[config.mk]
export PLATFORM = sky130hd
export DESIGN_NAME = cpm_top
export DESIGN_NICKNAME = d
export VERILOG_FILES = /design/src/hdl/cpm_pkg.sv /design/src/hdl/cpm_top.sv /design/src/hdl/cpm_sync.sv /design/src/hdl/cpm_counter.sv
export VERILOG_INCLUDE_DIRS = /design/src /design/src/hdl
export SDC_FILE = /design/constraint.sdc
export NUM_CORES = 1
export LEC_CHECK = 0
export ABC_AREA = 1
export BUFFER_PORTS_ARGS = -buffer_cell sky130_fd_sc_hd__buf_4
export CORE_MARGIN = 2
export CORE_UTILIZATION = 31
export CTS_CLUSTER_DIAMETER = 200
export CTS_CLUSTER_SIZE = 8
export DETAILED_ROUTE_END_ITERATION = 8
export HOLD_SLACK_MARGIN = 0.12
export MAX_ROUTING_LAYER = met4
export PLACE_DENSITY_LB_ADDON = 0.08
export SLEW_MARGIN = 20
export SYNTH_ARGS = -nofsm -noshare
export SYNTH_HDL_FRONTEND = slang
export SYNTH_SLANG_ARGS = --single-unit
[constraint.sdc]
create_clock -name clk -period 2 [get_ports clk]
set_clock_uncertainty 0.2 [all_clocks]
set_input_delay 0.2 -clock clk [delete_from_list [all_inputs] [get_ports clk]]
set_output_delay 0.2 -clock clk [all_outputs]
set_load 0.01 [all_outputs]
[src/hdl/cpm_defs.svh]
// offsets, field positions, reset values and timing counts of the clock and power mode block
`ifndef CPM_DEFS_SVH
`define CPM_DEFS_SVH
`define CPM_OFF_REG_MODE   4'h0
`define CPM_OFF_PUMP       4'h1
`define CPM_OFF_REG_FLAGS  4'h2
`define CPM_OFF_REG_IEN    4'h3
`define CPM_OFF_SCLK       4'h4
`define CPM_OFF_OSC        4'h5
`define CPM_OFF_TRIM       4'h6
`define CPM_OFF_SLOW_CTRL  4'h7
`define CPM_OFF_CLK_FLAGS  4'h8
`define CPM_OFF_CLK_IEN    4'h9
`define CPM_OFF_PROTECT    4'ha
`define CPM_UNLOCK_KEY     16'h0096
`define CPM_OSC_RESET      16'h0f01
`define CPM_SCLK_WAKE_EN   15
`define CPM_TRIM_RUN_BIT   4
`define CPM_SD_RESTART_BIT 14
`define CPM_SD_ENABLE_BIT  13
`define CPM_FLAG_STOP      5
`define CPM_FLAG_TRIM      4
`define CPM_WAIT_US        1000
`define CPM_CLK_MHZ        10
`define CPM_WAIT_CYCLES    (`CPM_WAIT_US * `CPM_CLK_MHZ)
`define CPM_STAB_CYCLES    64
`define CPM_TRIM_CYCLES    256
`endif

[src/hdl/cpm_pkg.sv]
// types of the clock and power mode block
package cpm_pkg;
  typedef enum logic [2:0] {
    CPM_MODE_AUTO   = 3'h0,
    CPM_MODE_NORMAL = 3'h2,
    CPM_MODE_ECO    = 3'h3,
    CPM_MODE_SUPER  = 3'h5
  } cpm_mode_t;
  typedef enum logic [2:0] {
    CPM_TR_IDLE = 3'h1,
    CPM_TR_RUN  = 3'h2,
    CPM_TR_DONE = 3'h4
  } cpm_trim_t;
endpackage

[src/hdl/cpm_top.sv]
// clock and power mode control: registers, flags, wake switch, trimming
//
// Behaviour
// [RQ1] mode done on leaving super economy
// [RQ2] stable flag when oscillator wait ends
// [RQ3] stop flag on clock stop or enable fall
// [RQ4] trim done flag when trimming finishes
// [RQ5] flags clear by writing one
// [RQ6] interrupt only for enabled set flag
// [RQ7] mode done only while slow crystal runs
// [RQ8] auto mode sleep sets mode done later
// [RQ9] regulator mode codes auto normal eco super
// [RQ10] reserved mode code stores automatic
// [RQ11] pump clock divides slow crystal 32..256
// [RQ12] wake switch copies wake source, divider
// [RQ13] source and divider code table
// [RQ14] selected stopped source starts automatically
// [RQ15] sleep stop bits, reset to one
// [RQ16] enable bits start sources, internal on
// [RQ17] trim run bit starts, self clears
// [RQ18] software waits slow crystal stable first
// [RQ19] no internal clock use while trimming
// [RQ20] no wake switch with sleep bit zero
// [RQ21] stopped wake source needs enable first
// [RQ22] protected bits need unlock key
// [RQ23] reserved bits read zero
`timescale 1ns/1ps
`default_nettype none
`include "cpm_defs.svh"
module cpm_top #(
  parameter int unsigned MODE_WAIT = `CPM_WAIT_CYCLES
) (
  input  wire logic        clk,
  input  wire logic        reset_n,
  input  wire logic [3:0]  addr,
  input  wire logic [15:0] wdata,
  input  wire logic        wr,
  input  wire logic        rd,
  output var  logic [15:0] rdata_q,
  input  wire logic        sleep_req,
  input  wire logic        wake_req,
  input  wire logic        high_speed_busy,
  input  wire logic        slow_crystal_running,
  output var  logic [3:0]  source_run_q,
  output var  logic [2:0]  regulator_mode_q,
  output var  logic [1:0]  sys_clock_source_q,
  output var  logic [1:0]  sys_clock_divider_q,
  output var  logic [8:0]  pump_div_ratio_q,
  output var  logic        trim_active_q,
  output var  logic        irq_regulator_q,
  output var  logic        irq_clock_q
);
  logic       unlocked_q;
  logic [2:0] mode_q;
  logic [1:0] pump_q;
  logic       mode_flag_q;
  logic       mode_ien_q;
  logic       wake_en_q;
  logic [1:0] wake_src_q;
  logic [1:0] wake_div_q;
  logic [1:0] src_q;
  logic [1:0] div_q;
  logic [3:0] sleep_stop_q;
  logic [3:0] osc_en_q;
  logic       sd_restart_q;
  logic       sd_enable_q;
  logic [5:0] clk_flag_q;
  logic [5:0] clk_ien_q;
  logic       sleeping_q;
  logic       sc_run;
  logic       prev_super_q;
  logic       eco_auto_q;
  logic       sleep_armed_q;
  logic [3:0] run_d;
  logic [3:0] run_q;
  logic [2:0] stab_done;
  logic       trim_busy;
  logic       trim_done;
  logic       mwait_busy;
  logic       mwait_done;
  logic       w_reg_mode;
  logic       w_osc;
  logic       w_sd;
  logic       w_trim;
  logic       trim_start;
  logic       trim_stop;
  logic       slow_crystal_stop_evt;
  logic       mode_evt;
  logic [5:0] clk_set;
  logic [5:0] clk_clr;
  // slow crystal status comes from the analog side, so it is filtered
  cpm_sync u_sc_sync (
    .clk      (clk),
    .reset_n  (reset_n),
    .async_in (slow_crystal_running),
    .level_q  (sc_run)
  );
  assign w_reg_mode = wr && unlocked_q && addr == `CPM_OFF_REG_MODE;
  assign w_osc      = wr && addr == `CPM_OFF_OSC;
  assign w_sd       = wr && unlocked_q && addr == `CPM_OFF_SLOW_CTRL;
  assign w_trim     = wr && unlocked_q && addr == `CPM_OFF_TRIM;
  assign trim_start = w_trim && wdata[`CPM_TRIM_RUN_BIT] && !trim_busy;
  assign trim_stop  = w_trim && !wdata[`CPM_TRIM_RUN_BIT];
  // protection key register
  always_ff @(posedge clk) begin
    if (!reset_n) begin
      unlocked_q <= 1'b0;
    end else if (wr && addr == `CPM_OFF_PROTECT) begin
      unlocked_q <= (wdata == `CPM_UNLOCK_KEY); // [RQ22]
    end
  end
  // regulator mode and pump clock
  always_ff @(posedge clk) begin
    if (!reset_n) begin
      mode_q <= 3'h0;
      pump_q <= 2'h0;
    end else begin
      if (w_reg_mode) begin
        case (wdata[2:0])
          cpm_pkg::CPM_MODE_NORMAL,
          cpm_pkg::CPM_MODE_ECO,
          cpm_pkg::CPM_MODE_SUPER: mode_q <= wdata[2:0]; // [RQ9]
          default: mode_q <= cpm_pkg::CPM_MODE_AUTO; // [RQ10]
        endcase
      end
      if (wr && unlocked_q && addr == `CPM_OFF_PUMP) begin
        pump_q <= wdata[1:0];
      end
    end
  end
  // charge pump ratio: 32 shifted by the field
  always_ff @(posedge clk) begin
    if (!reset_n) begin
      pump_div_ratio_q <= 9'h020;
    end else begin
      pump_div_ratio_q <= 9'h020 << pump_q; // [RQ11]
    end
  end
  // system clock selection with wake switch
  always_ff @(posedge clk) begin
    if (!reset_n) begin
      wake_en_q  <= 1'b0;
      wake_src_q <= 2'h0;
      wake_div_q <= 2'h0;
      src_q      <= 2'h0;
      div_q      <= 2'h0;
    end else if (sleeping_q && wake_req && wake_en_q) begin
      src_q <= wake_src_q; // [RQ12]
      div_q <= wake_div_q;
    end else if (wr && unlocked_q && addr == `CPM_OFF_SCLK) begin
      wake_en_q  <= wdata[`CPM_SCLK_WAKE_EN];
      wake_div_q <= wdata[13:12];
      wake_src_q <= wdata[9:8];
      src_q      <= wdata[1:0]; // [RQ13]
      div_q      <= wdata[5:4];
    end
  end
  // reserved divider codes are stored but only valid ones reach the output
  always_ff @(posedge clk) begin
    if (!reset_n) begin
      sys_clock_source_q  <= 2'h0;
      sys_clock_divider_q <= 2'h0;
    end else begin
      sys_clock_source_q <= src_q;
      case (src_q)
        2'h1:    sys_clock_divider_q <= {1'b0, div_q[0]}; // [RQ13]
        2'h3:    sys_clock_divider_q <= 2'h0;
        default: sys_clock_divider_q <= div_q;
      endcase
    end
  end
  // oscillator enables and sleep stop bits, with automatic start
  always_ff @(posedge clk) begin
    if (!reset_n) begin
      osc_en_q     <= 4'(`CPM_OSC_RESET);
      sleep_stop_q <= 4'hf; // [RQ15]
    end else begin
      if (w_osc) begin
        osc_en_q     <= wdata[3:0]; // [RQ16]
        sleep_stop_q <= wdata[11:8];
      end else if (!osc_en_q[src_q]) begin
        osc_en_q[src_q] <= 1'b1; // [RQ14]
      end
    end
  end
  // slow crystal stop detector controls
  always_ff @(posedge clk) begin
    if (!reset_n) begin
      sd_restart_q <= 1'b0;
      sd_enable_q  <= 1'b0;
    end else if (w_sd) begin
      sd_restart_q <= wdata[`CPM_SD_RESTART_BIT];
      sd_enable_q  <= wdata[`CPM_SD_ENABLE_BIT];
    end
  end
  // sleep state tracking
  always_ff @(posedge clk) begin
    if (!reset_n) begin
      sleeping_q <= 1'b0;
    end else if (wake_req) begin
      sleeping_q <= 1'b0;
    end else if (sleep_req) begin
      sleeping_q <= 1'b1;
    end
  end
  // a source runs when enabled unless sleep stops it
  always_comb begin
    run_d = osc_en_q & ~(sleep_stop_q & {4{sleeping_q}}); // [RQ15]
  end
  always_ff @(posedge clk) begin
    if (!reset_n) begin
      run_q        <= 4'h1;
      source_run_q <= 4'h1;
    end else begin
      run_q        <= run_d;
      source_run_q <= run_d; // [RQ16]
    end
  end
  // stabilisation waits restart on every rising run level of sources 0 to 2; source 3 has no wait
  genvar gi;
  generate
    for (gi = 0; gi < 3; gi++) begin : g_stab
      cpm_counter #(.LEN(`CPM_STAB_CYCLES)) u_wait (
        .clk     (clk),
        .reset_n (reset_n),
        .start   (run_d[gi] && !run_q[gi]),
        .abort   (!run_d[gi]),
        .busy_q  (),
        .done_q  (stab_done[gi]) // [RQ2]
      );
    end
  endgenerate
  // trimming needs the slow crystal; without it a start is dropped, bit reads 0
  cpm_counter #(.LEN(`CPM_TRIM_CYCLES)) u_trim (
    .clk     (clk),
    .reset_n (reset_n),
    .start   (trim_start && sc_run), // [RQ17]
    .abort   (trim_stop),
    .busy_q  (trim_busy),
    .done_q  (trim_done) // [RQ4]
  );
  always_ff @(posedge clk) begin
    if (!reset_n) begin
      trim_active_q <= 1'b0;
    end else begin
      trim_active_q <= trim_busy; // [RQ17]
    end
  end
  // automatic mode: one millisecond after slow-only sleep
  cpm_counter #(.LEN(MODE_WAIT)) u_mwait (
    .clk     (clk),
    .reset_n (reset_n),
    .start   (sleep_armed_q),
    .abort   (!sleeping_q),
    .busy_q  (mwait_busy),
    .done_q  (mwait_done)
  );
  always_ff @(posedge clk) begin
    if (!reset_n) begin
      prev_super_q  <= 1'b0;
      eco_auto_q    <= 1'b0;
      sleep_armed_q <= 1'b0;
    end else begin
      prev_super_q  <= (mode_q == cpm_pkg::CPM_MODE_SUPER);
      eco_auto_q    <= (mode_q == cpm_pkg::CPM_MODE_AUTO) && high_speed_busy;
      sleep_armed_q <= sleep_req && !sleeping_q && run_d[1]
                       && run_d[3:2] == 2'h0 && !run_d[0]
                       && mode_q == cpm_pkg::CPM_MODE_AUTO; // [RQ8]
    end
  end
  assign mode_evt = sc_run && ( // [RQ7]
    (prev_super_q && mode_q != cpm_pkg::CPM_MODE_SUPER) || // [RQ1]
    (eco_auto_q && !high_speed_busy
     && mode_q == cpm_pkg::CPM_MODE_AUTO) ||
    (mwait_done && !mwait_busy)); // [RQ8]
  // regulator flag and enable; set wins over clear
  always_ff @(posedge clk) begin
    if (!reset_n) begin
      mode_flag_q <= 1'b0;
      mode_ien_q  <= 1'b0;
    end else begin
      if (mode_evt) begin
        mode_flag_q <= 1'b1;
      end else if (wr && addr == `CPM_OFF_REG_FLAGS && wdata[0]) begin
        mode_flag_q <= 1'b0; // [RQ5]
      end
      if (wr && addr == `CPM_OFF_REG_IEN) begin
        mode_ien_q <= wdata[0];
      end
    end
  end
  assign slow_crystal_stop_evt = (run_q[1] && !sc_run && sd_enable_q)
    || (w_osc && osc_en_q[1] && !wdata[1])
    || (w_sd && sd_enable_q && !wdata[`CPM_SD_ENABLE_BIT]); // [RQ3]
  always_comb begin
    clk_set = {slow_crystal_stop_evt, trim_done, 1'b0, stab_done[2:0]};
    clk_clr = 6'h00;
    if (wr && addr == `CPM_OFF_CLK_FLAGS) begin
      clk_clr = wdata[5:0] & 6'h37; // [RQ5]
    end
  end
  // clock flags and enables
  always_ff @(posedge clk) begin
    if (!reset_n) begin
      clk_flag_q <= 6'h00;
      clk_ien_q  <= 6'h00;
    end else begin
      clk_flag_q <= clk_set | (clk_flag_q & ~clk_clr); // [RQ5]
      if (wr && addr == `CPM_OFF_CLK_IEN) begin
        clk_ien_q <= wdata[5:0] & 6'h37;
      end
    end
  end
  // interrupt requests
  always_ff @(posedge clk) begin
    if (!reset_n) begin
      irq_regulator_q  <= 1'b0;
      irq_clock_q      <= 1'b0;
      regulator_mode_q <= 3'h0;
    end else begin
      irq_regulator_q  <= mode_flag_q && mode_ien_q; // [RQ6]
      irq_clock_q      <= |(clk_flag_q & clk_ien_q); // [RQ6]
      regulator_mode_q <= mode_q;
    end
  end
  // read port, reserved bits zero
  always_ff @(posedge clk) begin
    if (!reset_n) begin
      rdata_q <= 16'h0000;
    end else if (rd) begin
      if (addr == `CPM_OFF_REG_MODE) begin
        rdata_q <= {13'h0000, mode_q}; // [RQ23]
      end else if (addr == `CPM_OFF_PUMP) begin
        rdata_q <= {14'h0000, pump_q};
      end else if (addr == `CPM_OFF_REG_FLAGS) begin
        rdata_q <= {15'h0000, mode_flag_q};
      end else if (addr == `CPM_OFF_REG_IEN) begin
        rdata_q <= {15'h0000, mode_ien_q};
      end else if (addr == `CPM_OFF_SCLK) begin
        rdata_q <= {wake_en_q, 1'b0, wake_div_q, 2'h0, wake_src_q,
                    2'h0, div_q, 2'h0, src_q};
      end else if (addr == `CPM_OFF_OSC) begin
        rdata_q <= {4'h0, sleep_stop_q, 4'h0, osc_en_q};
      end else if (addr == `CPM_OFF_TRIM) begin
        rdata_q <= {11'h000, trim_busy, 4'h0}; // [RQ17]
      end else if (addr == `CPM_OFF_SLOW_CTRL) begin
        rdata_q <= {1'b0, sd_restart_q, sd_enable_q, 13'h0000};
      end else if (addr == `CPM_OFF_CLK_FLAGS) begin
        rdata_q <= {10'h000, clk_flag_q};
      end else if (addr == `CPM_OFF_CLK_IEN) begin
        rdata_q <= {10'h000, clk_ien_q};
      end else begin
        rdata_q <= 16'h0000;
      end
    end else begin
      rdata_q <= 16'h0000;
    end
  end
endmodule
`default_nettype wire

[src/hdl/cpm_sync.sv]
// three-stage input synchroniser with agreement filter
`timescale 1ns/1ps
`default_nettype none
module cpm_sync (
  input  wire logic clk,
  input  wire logic reset_n,
  input  wire logic async_in,
  output var  logic level_q
);
  logic s1_q;
  logic s2_q;
  logic s3_q;
  always_ff @(posedge clk) begin
    if (!reset_n) begin
      s1_q    <= 1'b0;
      s2_q    <= 1'b0;
      s3_q    <= 1'b0;
      level_q <= 1'b0;
    end else begin
      s1_q <= async_in;
      s2_q <= s1_q;
      s3_q <= s2_q;
      if (s2_q == s3_q) begin
        level_q <= s3_q;
      end
    end
  end
endmodule
`default_nettype wire

[src/hdl/cpm_counter.sv]
// down counter that pulses done when a started wait runs out
`timescale 1ns/1ps
`default_nettype none
module cpm_counter #(
  parameter int unsigned LEN = 64
) (
  input  wire logic clk,
  input  wire logic reset_n,
  input  wire logic start,
  input  wire logic abort,
  output var  logic busy_q,
  output var  logic done_q
);
  logic [15:0] cnt_q;
  always_ff @(posedge clk) begin
    if (!reset_n) begin
      cnt_q  <= 16'h0000;
      busy_q <= 1'b0;
      done_q <= 1'b0;
    end else begin
      done_q <= 1'b0;
      if (abort) begin
        busy_q <= 1'b0;
      end else if (start) begin
        cnt_q  <= 16'(LEN - 1);
        busy_q <= 1'b1;
      end else if (busy_q) begin
        if (cnt_q == 16'h0000) begin
          busy_q <= 1'b0;
          done_q <= 1'b1;
        end else begin
          cnt_q <= cnt_q - 16'h0001;
        end
      end
    end
  end
endmodule
`default_nettype wire

### Word-level counts from Yosys, hierarchy flattened

Index checks and enable logic that the tools add are counted.

| word-level totals | value |
|---|---|
| register bits after elaboration | 175 |
| word-level logic and storage cells | 262 |
| bits of input ports | 28 |

| operators by class | value |
|---|---|
| reductions and logical operators | 96 |
| equal/unequal tests | 25 |
| mux-type cells | 60 |
| bitwise logic cells | 21 |
| $add $sub $neg | 5 |
| shift operators | 1 |
| magnitude comparators | 2 |

Operator list:

| operator | number |
|---|---|
| $mux 16 | 16 |
| $logic_not 16->1 | 5 |
| $sub 16x1->16 const B | 5 |
| $mux 15 | 3 |
| $logic_and 1x1->1 | 41 |
| $mux 1 | 24 |
| $reduce_or 4->1 | 5 |
| $mux 6 | 3 |
| $eq 16x8->1 const B | 1 |
| $eq 4x3->1 const B | 4 |
| $mux 3 | 5 |
| $reduce_and 3->1 | 5 |
| $reduce_bool 2->1 | 7 |
| $not 1->1 | 13 |
| $and 6x6->6 | 2 |
| $eq 4x4->1 const B | 3 |
| $logic_not 1->1 | 12 |
| $reduce_and 2->1 | 6 |
| $reduce_or 6->1 | 2 |
| $reduce_or 11->1 | 1 |
| $reduce_or 9->1 | 1 |
| $shl 6x2->9 const A | 1 |
| $and 4x4->4 | 2 |
| $eq 4x2->1 const B | 2 |
| 27 further kinds | 41 |

### Depth between registers and ports, before layout

Gate-level depths: netlist of the first run.

| logic depth | value |
|---|---|
| word-level depth | 11 |
| gate-level depth with buffers | 11 |

### By module

A second synthesis of the first run with hierarchy kept.

| second synthesis, totals | value |
|---|---|
| cell total of the unflattened synthesis | 1270 |
| area, all modules | 8466.9 um^2 |

Modules (own cells, without submodules):

| module | times used | cells an instance | area each (um^2) | seq. area each (um^2) |
|---|---|---|---|---|
| cpm_counter (g_stab[0].u_wait ...) | 3 | 174 | 1078.5 | 360.3 |
| cpm_top | 1 | 392 | 2931.6 | 1461.4 |
| cpm_counter (u_mwait) | 1 | 169 | 1099.8 | 360.3 |
| cpm_counter (u_trim) | 1 | 174 | 1083.5 | 360.3 |
| cpm_sync | 1 | 13 | 116.4 | 80.1 |

### Worst setup path after synthesis of the first run

OpenSTA, ideal clock, no wires.

| timing | value |
|---|---|
| path kind | reg-to-reg |
| start point | register u_trim.cnt_q[0] |
| end point | register u_trim.cnt_q[6] |
| required time | 1.733 ns |
| stages on the path, launching flop included | 10 |
| clock period less this slack | 1.666 ns |
| path buffers | 0 |
| path slack | 0.334 ns |
| library setup time | 0.067 ns |
| data arrival time | 1.399 ns |
| path through | dfxtp_1 -> inv_1 -> ha_1 -> inv_1 -> nor2_1 -> inv_1 -> or2_2 -> nand3_1 -> nand2_1 -> a21oi_2 |

| on the way | value |
|---|---|
| word-level cells in the longest chain between the ends | 4 |
| elaborated cells between the ends (all ways) | 7 |
| classes of those cells | 1 x add/sub; 1 x eq/ne; 3 x mux; 2 x reduce/logical |

RTL lines:

| item | line | RTL |
|---|---|---|
| start, declared | cpm_counter.sv:14 | `logic [15:0] cnt_q;` |
| start signal, assigned | cpm_counter.sv:25 | `cnt_q <= 16'(LEN - 1);` |
| start signal, assigned | cpm_counter.sv:32 | `cnt_q <= cnt_q - 16'h0001;` |
| $sub 16x1->16 | cpm_counter.sv:32 |  |
| $mux 16 | cpm_counter.sv:28 | `if (cnt_q == 16'h0000) begin` |
| $mux 16 | cpm_counter.sv:27 | `end else if (busy_q) begin` |
| $mux 16 | cpm_counter.sv:24 | `end else if (start) begin` |

Parallel ways exist; a longest one is shown, timed or not. The select of a mux whose other input is x is not followed.
A chain may end at the register's enable or synchronous reset.

### Worst setup path in the final report of the first run

| timing | value |
|---|---|
| start point | input addr[3] |
| end point | register sd_restart_q |

| on the way | value |
|---|---|
| word-level cells in the longest chain between the ends | 2 |

RTL lines:

| item | line | RTL |
|---|---|---|
| start, declared | cpm_top.sv:35 | `input wire logic [3:0] addr,` |
| $eq 4x3->1 (no line) | - |  |
| $logic_and 1x1->1 (no line) | - |  |
| end signal, assigned | cpm_top.sv:192 | `` sd_restart_q <= wdata[`CPM_SD_RESTART_BIT]; `` |
| end, declared | cpm_top.sv:65 | `logic sd_restart_q;` |

No other way between the ends.

==> metrics.cfg, run 1 <==
[place]
place.gp.congestion = 0.8345
place_ws_ns = 0.1061
port-buffer-count = 59
post-dp-hpwl_um = 17890

[logic_synthesis]
ys_top_cells_by_area = dfxtp_1 39%, nand2_1 15%, nor2_1 11%, inv_1 6.1%, a21oi_1 5.7%
synth_common_cells = 344 x nand2_1, 248 x nor2_1, 167 x dfxtp_1, 138 x inv_1, 97 x a21oi_1
synth.distinct_cells = 41
ys_ff_latch = 167
netlist.area_leader.share = 0.3909
syn_avg_cell_area_um2 = 6.489
synth_edf_count = 0
synth.largest_area_cell = dfxtp_1
ys.flop_type = dfxtp_1
yosysWarnings = 0
synth_most_common_cell = nand2_1
synthesis.area_um2 = 8552
async_flop_share = 0
netlist_instances = 1318
yosysSeqAreaShare = 0.3909

[run_status]
status = complete, no violations

[floorplan]
io_pins = 67
die_area_um2 = 28930
coreArea_um2 = 27030
initial_core_util = 0.3164
dieWidth_um = 170.1
die_h_um = 170.1
rows = 60

[cts]
clock_latency_ns = 0.44
h-tree-depth = 4
cts_made_buffers = 17
cts.sinks = 167
cts_buffer_depth = 2
root_buffer = clkbuf_16
cts_tree = yes
clkTransAtPathRegs_ns = 0.08

[route]
final_antenna_net_count = 0
viasPerCell = 4.633
wl_um = 24130
drt_pass1_iterations = 5
wl_per_cell_um = 13.43
drtIter0Drc = 485
vias = 8325
drc = 0

[finish]
final_core_util = 0.3921
final_nets = 1481
layout.filler_cells = 2903
seq_area_um2 = 3344
layout-drive-gt1-share = 0.1339
areaGrowthSynthToFinish_pct = 23.91
num_antenna_cells = 0
multiInputGateArea_um2 = 4527

[power]
p_per_area_nw_per_um2 = 726.8
peakVddDrop_v = 0.0005064
leakagePower_uw = 0.004845

[worst_setup_path]
r2r.worst_path.cells = 9
worstSetupStartpoint = addr[3]
crit_path_end = sd_restart_q
required_ns = 2.12
critPathKind = in2reg
reg2reg_to = u_trim.cnt_q[6]
r2r_slack_ns = 0.15
cp-end-kind = register
cp_max_fo = 3
arrival_ns = 2.08
r2r-start = u_trim.cnt_q[0]
cpPeakStageDelay_ns = 0.57
slowest_stage = dlygate4sd3_1
worstPathCellList = buf_4 > dlygate4sd3_1 > nor2_2 > nand3_2 > nor2_2 > inv_1 > o21ai_1 > dlygate4sd3_1 > a21oi_1
start_kind = input port

[sta]
max_freq_mhz = 511.3
setup_slack_ns = 0.04431
rsz0062_at_grt = false
hold_viol_final = 0
whs_ns = 0.1332
setup_viol = 0
fin_crit_ns = 1.956
final_max_slew_viol_count = 0
fin_tns_setup_ns = 0
post-route-period-util = 0.9778

[grt]
antenna_found_initial = 0
grt_max_degree = 27
grt_use_total = 0.1786
grt_pass1_vias = 7988
gr-total-overflow = 0
grt_pass1_wl_um = 40260

[job]
cap_violations = 0

[worst_hold_path]
holdCritPathClass = in2reg

critical path, delay by kind of cell:
family / cells / cell delay (ns)
buffers and inverters: 4 / 1.34
AO/OA/AOI/OAI: 2 / 0.15
AND/OR/NAND/NOR: 3 / 0.38
registers in the layout, summed over array words and instances (netlist names), 3 cells and up:
register and flops:
clk_ien_q 5, u_trim.cnt_q 16, pump_div_ratio_q 4, g_stab.u_wait.cnt_q 48, g_stab.u_wait.done_q 3, rdata_q 14
run_q 4, u_mwait.cnt_q 16, osc_en_q 4, clk_flag_q 5, sleep_stop_q 4, g_stab.u_wait.busy_q 3
mode_q 3, regulator_mode_q 3
cell type report:
class	instances	share of cell area
timing repair buffer	139	0.1091
clock buffer	17	0.04015
inverter	147	0.05243
sequential	167	0.3156
tap	341	0.04026
multi-input combinational	971	0.4272
clock inverter	15	0.01523
per-stage QoR:
step	instances	total power (uW)	instance area (um2)
CTS	1795	7797	10490
finish	1797	7701	10600
global placement	1728	4374	9557
global route	1797	8106	10600
detailed placement	1728	4371	9557
floorplan	1324	4121	8574
power by group:
group / switching [uW] / internal, uW
logic: 577 / 368
clock network: 1570 / 1770
registers: 48.3 / 3370
kinds of logic (layout without fill, tap and decap cells):
kind of cell / count (synthesis) / count (layout) / share of synthesized area
simple gates: 760 / 760 / 0.3710
buf+inv: 186 / 318 / 0.09086
compound gates: 171 / 171 / 0.1086
flops: 167 / 167 / 0.3909
xor+xnor: 23 / 23 / 0.02355
fa+ha+maj: 10 / 10 / 0.01463
other cells: 1 / 7 / 0.0004385
layout by cell type, fill, tap and decap left out, types with 6 or more instances in the layout:
cell type / n
xnor2_1: 12
conb_1: 7
nor2_2: 9
dfxtp_1: 166
nor2_1: 241
inv_2: 10
inv_1: 135
xor2_1: 11
or2_2: 10
nor3_1: 18
o21ai_0: 44
dlygate4sd3_1: 35
nor2_4: 7
buf_4: 102
clkbuf_16: 17
nand3_1: 95
nand2_2: 6
a21oi_1: 97
nand2_1: 343
nand4_1: 13
ha_1: 9
routing by layer:
metal,wire (um),share of wire,vias up,GRT usage
li1,-,-,4429,-
met1,12180,0.50,3746,0.2374
met2,10900,0.45,129,0.2849
met3,765,0.032,21,0.02791
met4,276,0.011,0,0.04311
met5,0,0,-,-
timing repair:
| action | CTS | global route |
|---|---|---|
| buffers inserted | 0 | 2 |
| gates resized for setup | 0 | 24 |
| hold buffers | 35 | 0 |
| setup endpoints to repair | 0 | 49 |
| endpoints found under the hold margin | 66 | 0 |
worst min-delay path by stage:
stage / startpoint / end / cells past startpoint
after detailed placement: slow_crystal_running / u_sc_sync.s1_q / 3
after CTS: reset_n / clk_flag_q[0] / 3
final: addr[2] / rdata_q[4] / 5
after floorplan: wake_req / sleeping_q / 1
after global placement: slow_crystal_running / u_sc_sync.s1_q / 3
after global routing: reset_n / u_mwait.cnt_q[12] / 3
Power figures use the tool's default switching activity.
==> run 2: changes to the inputs <==
--- a/config.mk
+++ b/config.mk
@@ -8,6 +8,7 @@
 export LEC_CHECK = 0
 export ABC_AREA = 1
 export BUFFER_PORTS_ARGS = -buffer_cell sky130_fd_sc_hd__buf_4
+export CORE_ASPECT_RATIO = 0.9
 export CORE_MARGIN = 2
 export CORE_UTILIZATION = 31
 export CTS_CLUSTER_DIAMETER = 200
@@ -16,6 +17,7 @@
 export HOLD_SLACK_MARGIN = 0.12
 export MAX_ROUTING_LAYER = met4
 export PLACE_DENSITY_LB_ADDON = 0.08
+export RECOVER_POWER = 25
 export SLEW_MARGIN = 20
 export SYNTH_ARGS = -nofsm -noshare
 export SYNTH_HDL_FRONTEND = slang
==> run 2 against run 1 <==
Via count shrank 0.54%. Count of clock-buffer cells in the layout is the same. Routed wire length grew 1.4%. Register-to-register slack is essentially flat. Sequential share of layout area grew 0.65 points. Power shrank 0.47%. Die area is essentially flat. Final cell count grew 0.11%. Critical path depth shrank 3. Combinational power shrank 3.6%. Largest power group unchanged.
==> metrics.cfg, run 2 (synthesis gave the netlist of run 1 again) <==
[run_status]
status = complete, no violations

[finish]
regMostFlops = g_stab.u_wait.cnt_q
final_nets = 1469  ; -0.81%
final_core_util = 0.3840  ; -0.008109
final_common_cell = nand2_1
layout-drive-gt1-share = 0.1025  ; -0.03144
final_cell_mix = 344 x nand2_1, 247 x nor2_1, 167 x dfxtp_1
stdcell_count = 1799  ; +0.11%
top_regs = g_stab.u_wait.cnt_q: 48 flops, u_mwait.cnt_q: 16 flops, u_trim.cnt_q: 16 flops
largest_reg_flops = 48  ; unchanged
areaGrowthSynthToFinish_pct = 21.36

[sta]
max_freq_mhz = 526.7  ; +3.0%
hold_viol_final = 0  ; unchanged
fin_tns_setup_ns = 0  ; unchanged
setup_viol = 0  ; unchanged
final_max_slew_viol_count = 0  ; unchanged
post-route-period-util = 0.9493  ; -0.02859
relSlewSlack = 0.6620
fin_crit_ns = 1.899  ; -0.05719 ns
rsz0062_at_grt = false
worst_pin_slew_ns = 0.5070

[cts]
h-tree-depth = 4  ; unchanged
clkTransAtPathRegs_ns = 0.08  ; about the same
root_buffer = clkbuf_16
cts_tree = yes
clock_latency_ns = 0.44  ; about the same
cts_buffer_depth = 2  ; unchanged
cts_made_buffers = 17  ; unchanged
cts.sinks = 167  ; unchanged

[worst_hold_path]
min_to = u_sc_sync.s2_q
min_from = u_sc_sync.s1_q
holdCritPathClass = reg2reg
hold_depth = 2  ; -3

[power]
swShare = 0.2934  ; +0.008452
leakagePower_uw = 0.004689  ; -3.2%
combinationalPowerShare = 0.119  ; -0.004
p_sw_uw = 2249  ; +2.5%
internal_power_uw = 5416  ; -1.6%
seqPwrFrac = 0.446  ; +0.002
peakVddDrop_v = 0.0005492  ; +8.5%
power_frac_clock = 0.435  ; +0.002
p_per_area_nw_per_um2 = 738.5  ; +1.6%

[place]
port-buffer-count = 59  ; unchanged
post-dp-hpwl_um = 17850  ; -0.25%
place.gp.congestion = 0.8432  ; +1.0%
place_inst = 1738  ; +0.58%

[worst_setup_path]
required_ns = 2.11  ; about the same
critPathKind = in2reg
r2r-start = osc_en_q[1]
cp-end-kind = register
arrival_ns = 2.01  ; -0.07 ns
r2r_slack_ns = 0.16  ; about the same
worstSetupStartpoint = reset_n
r2r.worst_path.cells = 9  ; unchanged
reg2reg_to = g_stab[1].u_wait.cnt_q[15]
start_kind = input port
cp_max_fo = 5  ; +2

[floorplan]
io_pins = 67  ; unchanged
dieWidth_um = 179.1  ; +5.3%
die_area_um2 = 28930  ; about the same
coreArea_um2 = 27030  ; about the same
rows = 57  ; -5.0%
die_h_um = 161.6  ; -5.0%
initial_core_util = 0.3164  ; about the same

[grt]
grt_pass1_vias = 7851  ; -1.7%
grt_pass1_wl_um = 40320  ; +0.14%
grt_max_degree = 62  ; +130%
antenna_found_initial = 1  ; +1
grt_use_total = 0.1818  ; +0.003224
gr-total-overflow = 0  ; unchanged

[route]
vias = 8280  ; -0.54%
drtIter0Drc = 502  ; +3.5%
wl_per_cell_um = 13.60  ; +1.3%
drc = 0  ; unchanged
wl_um = 24460  ; +1.4%
drt_pass1_iterations = 5  ; unchanged
viasPerCell = 4.603  ; -0.65%
final_antenna_net_count = 0  ; unchanged

[job]
cap_violations = 0  ; unchanged

[run 2: cell types whose count changed in the layout (fill, tap and decap cells not counted), moves of 2 or more]
cell	previous run	this run
buf_4	102	65
clkbuf_1	0	30
dlygate4sd3_1	35	28
nor2_1	241	247
nor2_2	9	5
clkinvlp_4	3	0
inv_8	2	5
buf_12	2	4
clkinv_2	3	1
clkinv_8	2	4
nor2_4	7	5
[run 2: worst max-delay path by stage]
stage	slack, ns	cells after the start	to
6_report	0.10	6	rdata_q[5]
3_3_place_gp	0.18	9	u_trim.cnt_q[6]
5_1_grt	0.006	11	u_trim.cnt_q[7]
4_1_cts	0.09	11	g_stab[0].u_wait.cnt_q[10]
2_1_floorplan	0.33	9	u_trim.cnt_q[6]
3_5_place_dp	0.12	11	g_stab[0].u_wait.cnt_q[13]
[run 2: area by class of cell]
cell class | count | area, um2
Multi-Input combinational cell | 971 | 4472
Clock buffer | 17 | 425.4
Tap cell | 354 | 442.9
Clock inverter | 15 | 173.9
Inverter | 147 | 558.0
Fill cell | 2972 | 16650
Sequential cell | 167 | 3343
Antenna cell | 1 | 2.502
Timing Repair Buffer | 127 | 960.9
[run 2: repair_timing]
item | in CTS | in global routing
hold endpoints to repair | 72 | 0
hold buffers | 28 | 0
buffers inserted | 0 | 0
gates resized for setup | 0 | 8
setup endpoints to repair | 0 | 37
[run 2: worst max-delay path: stages]
cell and delay (ns):
dlygate4sd3_1 0.53, buf_4 0.12, nand2_1 0.12, nor2_1 0.36
nand2_1 0.27, o21ai_0 0.40
[run 2: routing by layer]
metal / routed length [um] / vias up / track usage
met5: 0 / - / -
met4: 361 / 0 / 0.04989
met3: 943 / 22 / 0.03084
met2: 10350 / 121 / 0.2675
met1: 12800 / 3732 / 0.2556
li1: - / 4405 / -
[run 2: metrics by stage]
step | cell area (um2) | hold slack [ns] | setup WS, ns | total power (uW)
after floorplan | 8574 | 0.07276 | 0.3339 | 4121
after global placement | 9588 | 0.1881 | 0.1846 | 4372
after detailed placement | 9588 | 0.1971 | 0.1174 | 4365
after CTS | 10470 | 0.2227 | 0.08906 | 7802
after global routing | 10380 | 0.2574 | 0.006012 | 8094
final | 10380 | 0.2189 | 0.1015 | 7665
[run 2: power groups by stage]
stage               combinational (uW)  clock (uW)  sequential [uW]
CTS                                920        3470             3420
global placement                   879           0             3490
detailed placement                 871           0             3490
floorplan                          638           0             3480
global route                      1070        3600             3420
finish                             911        3340             3420
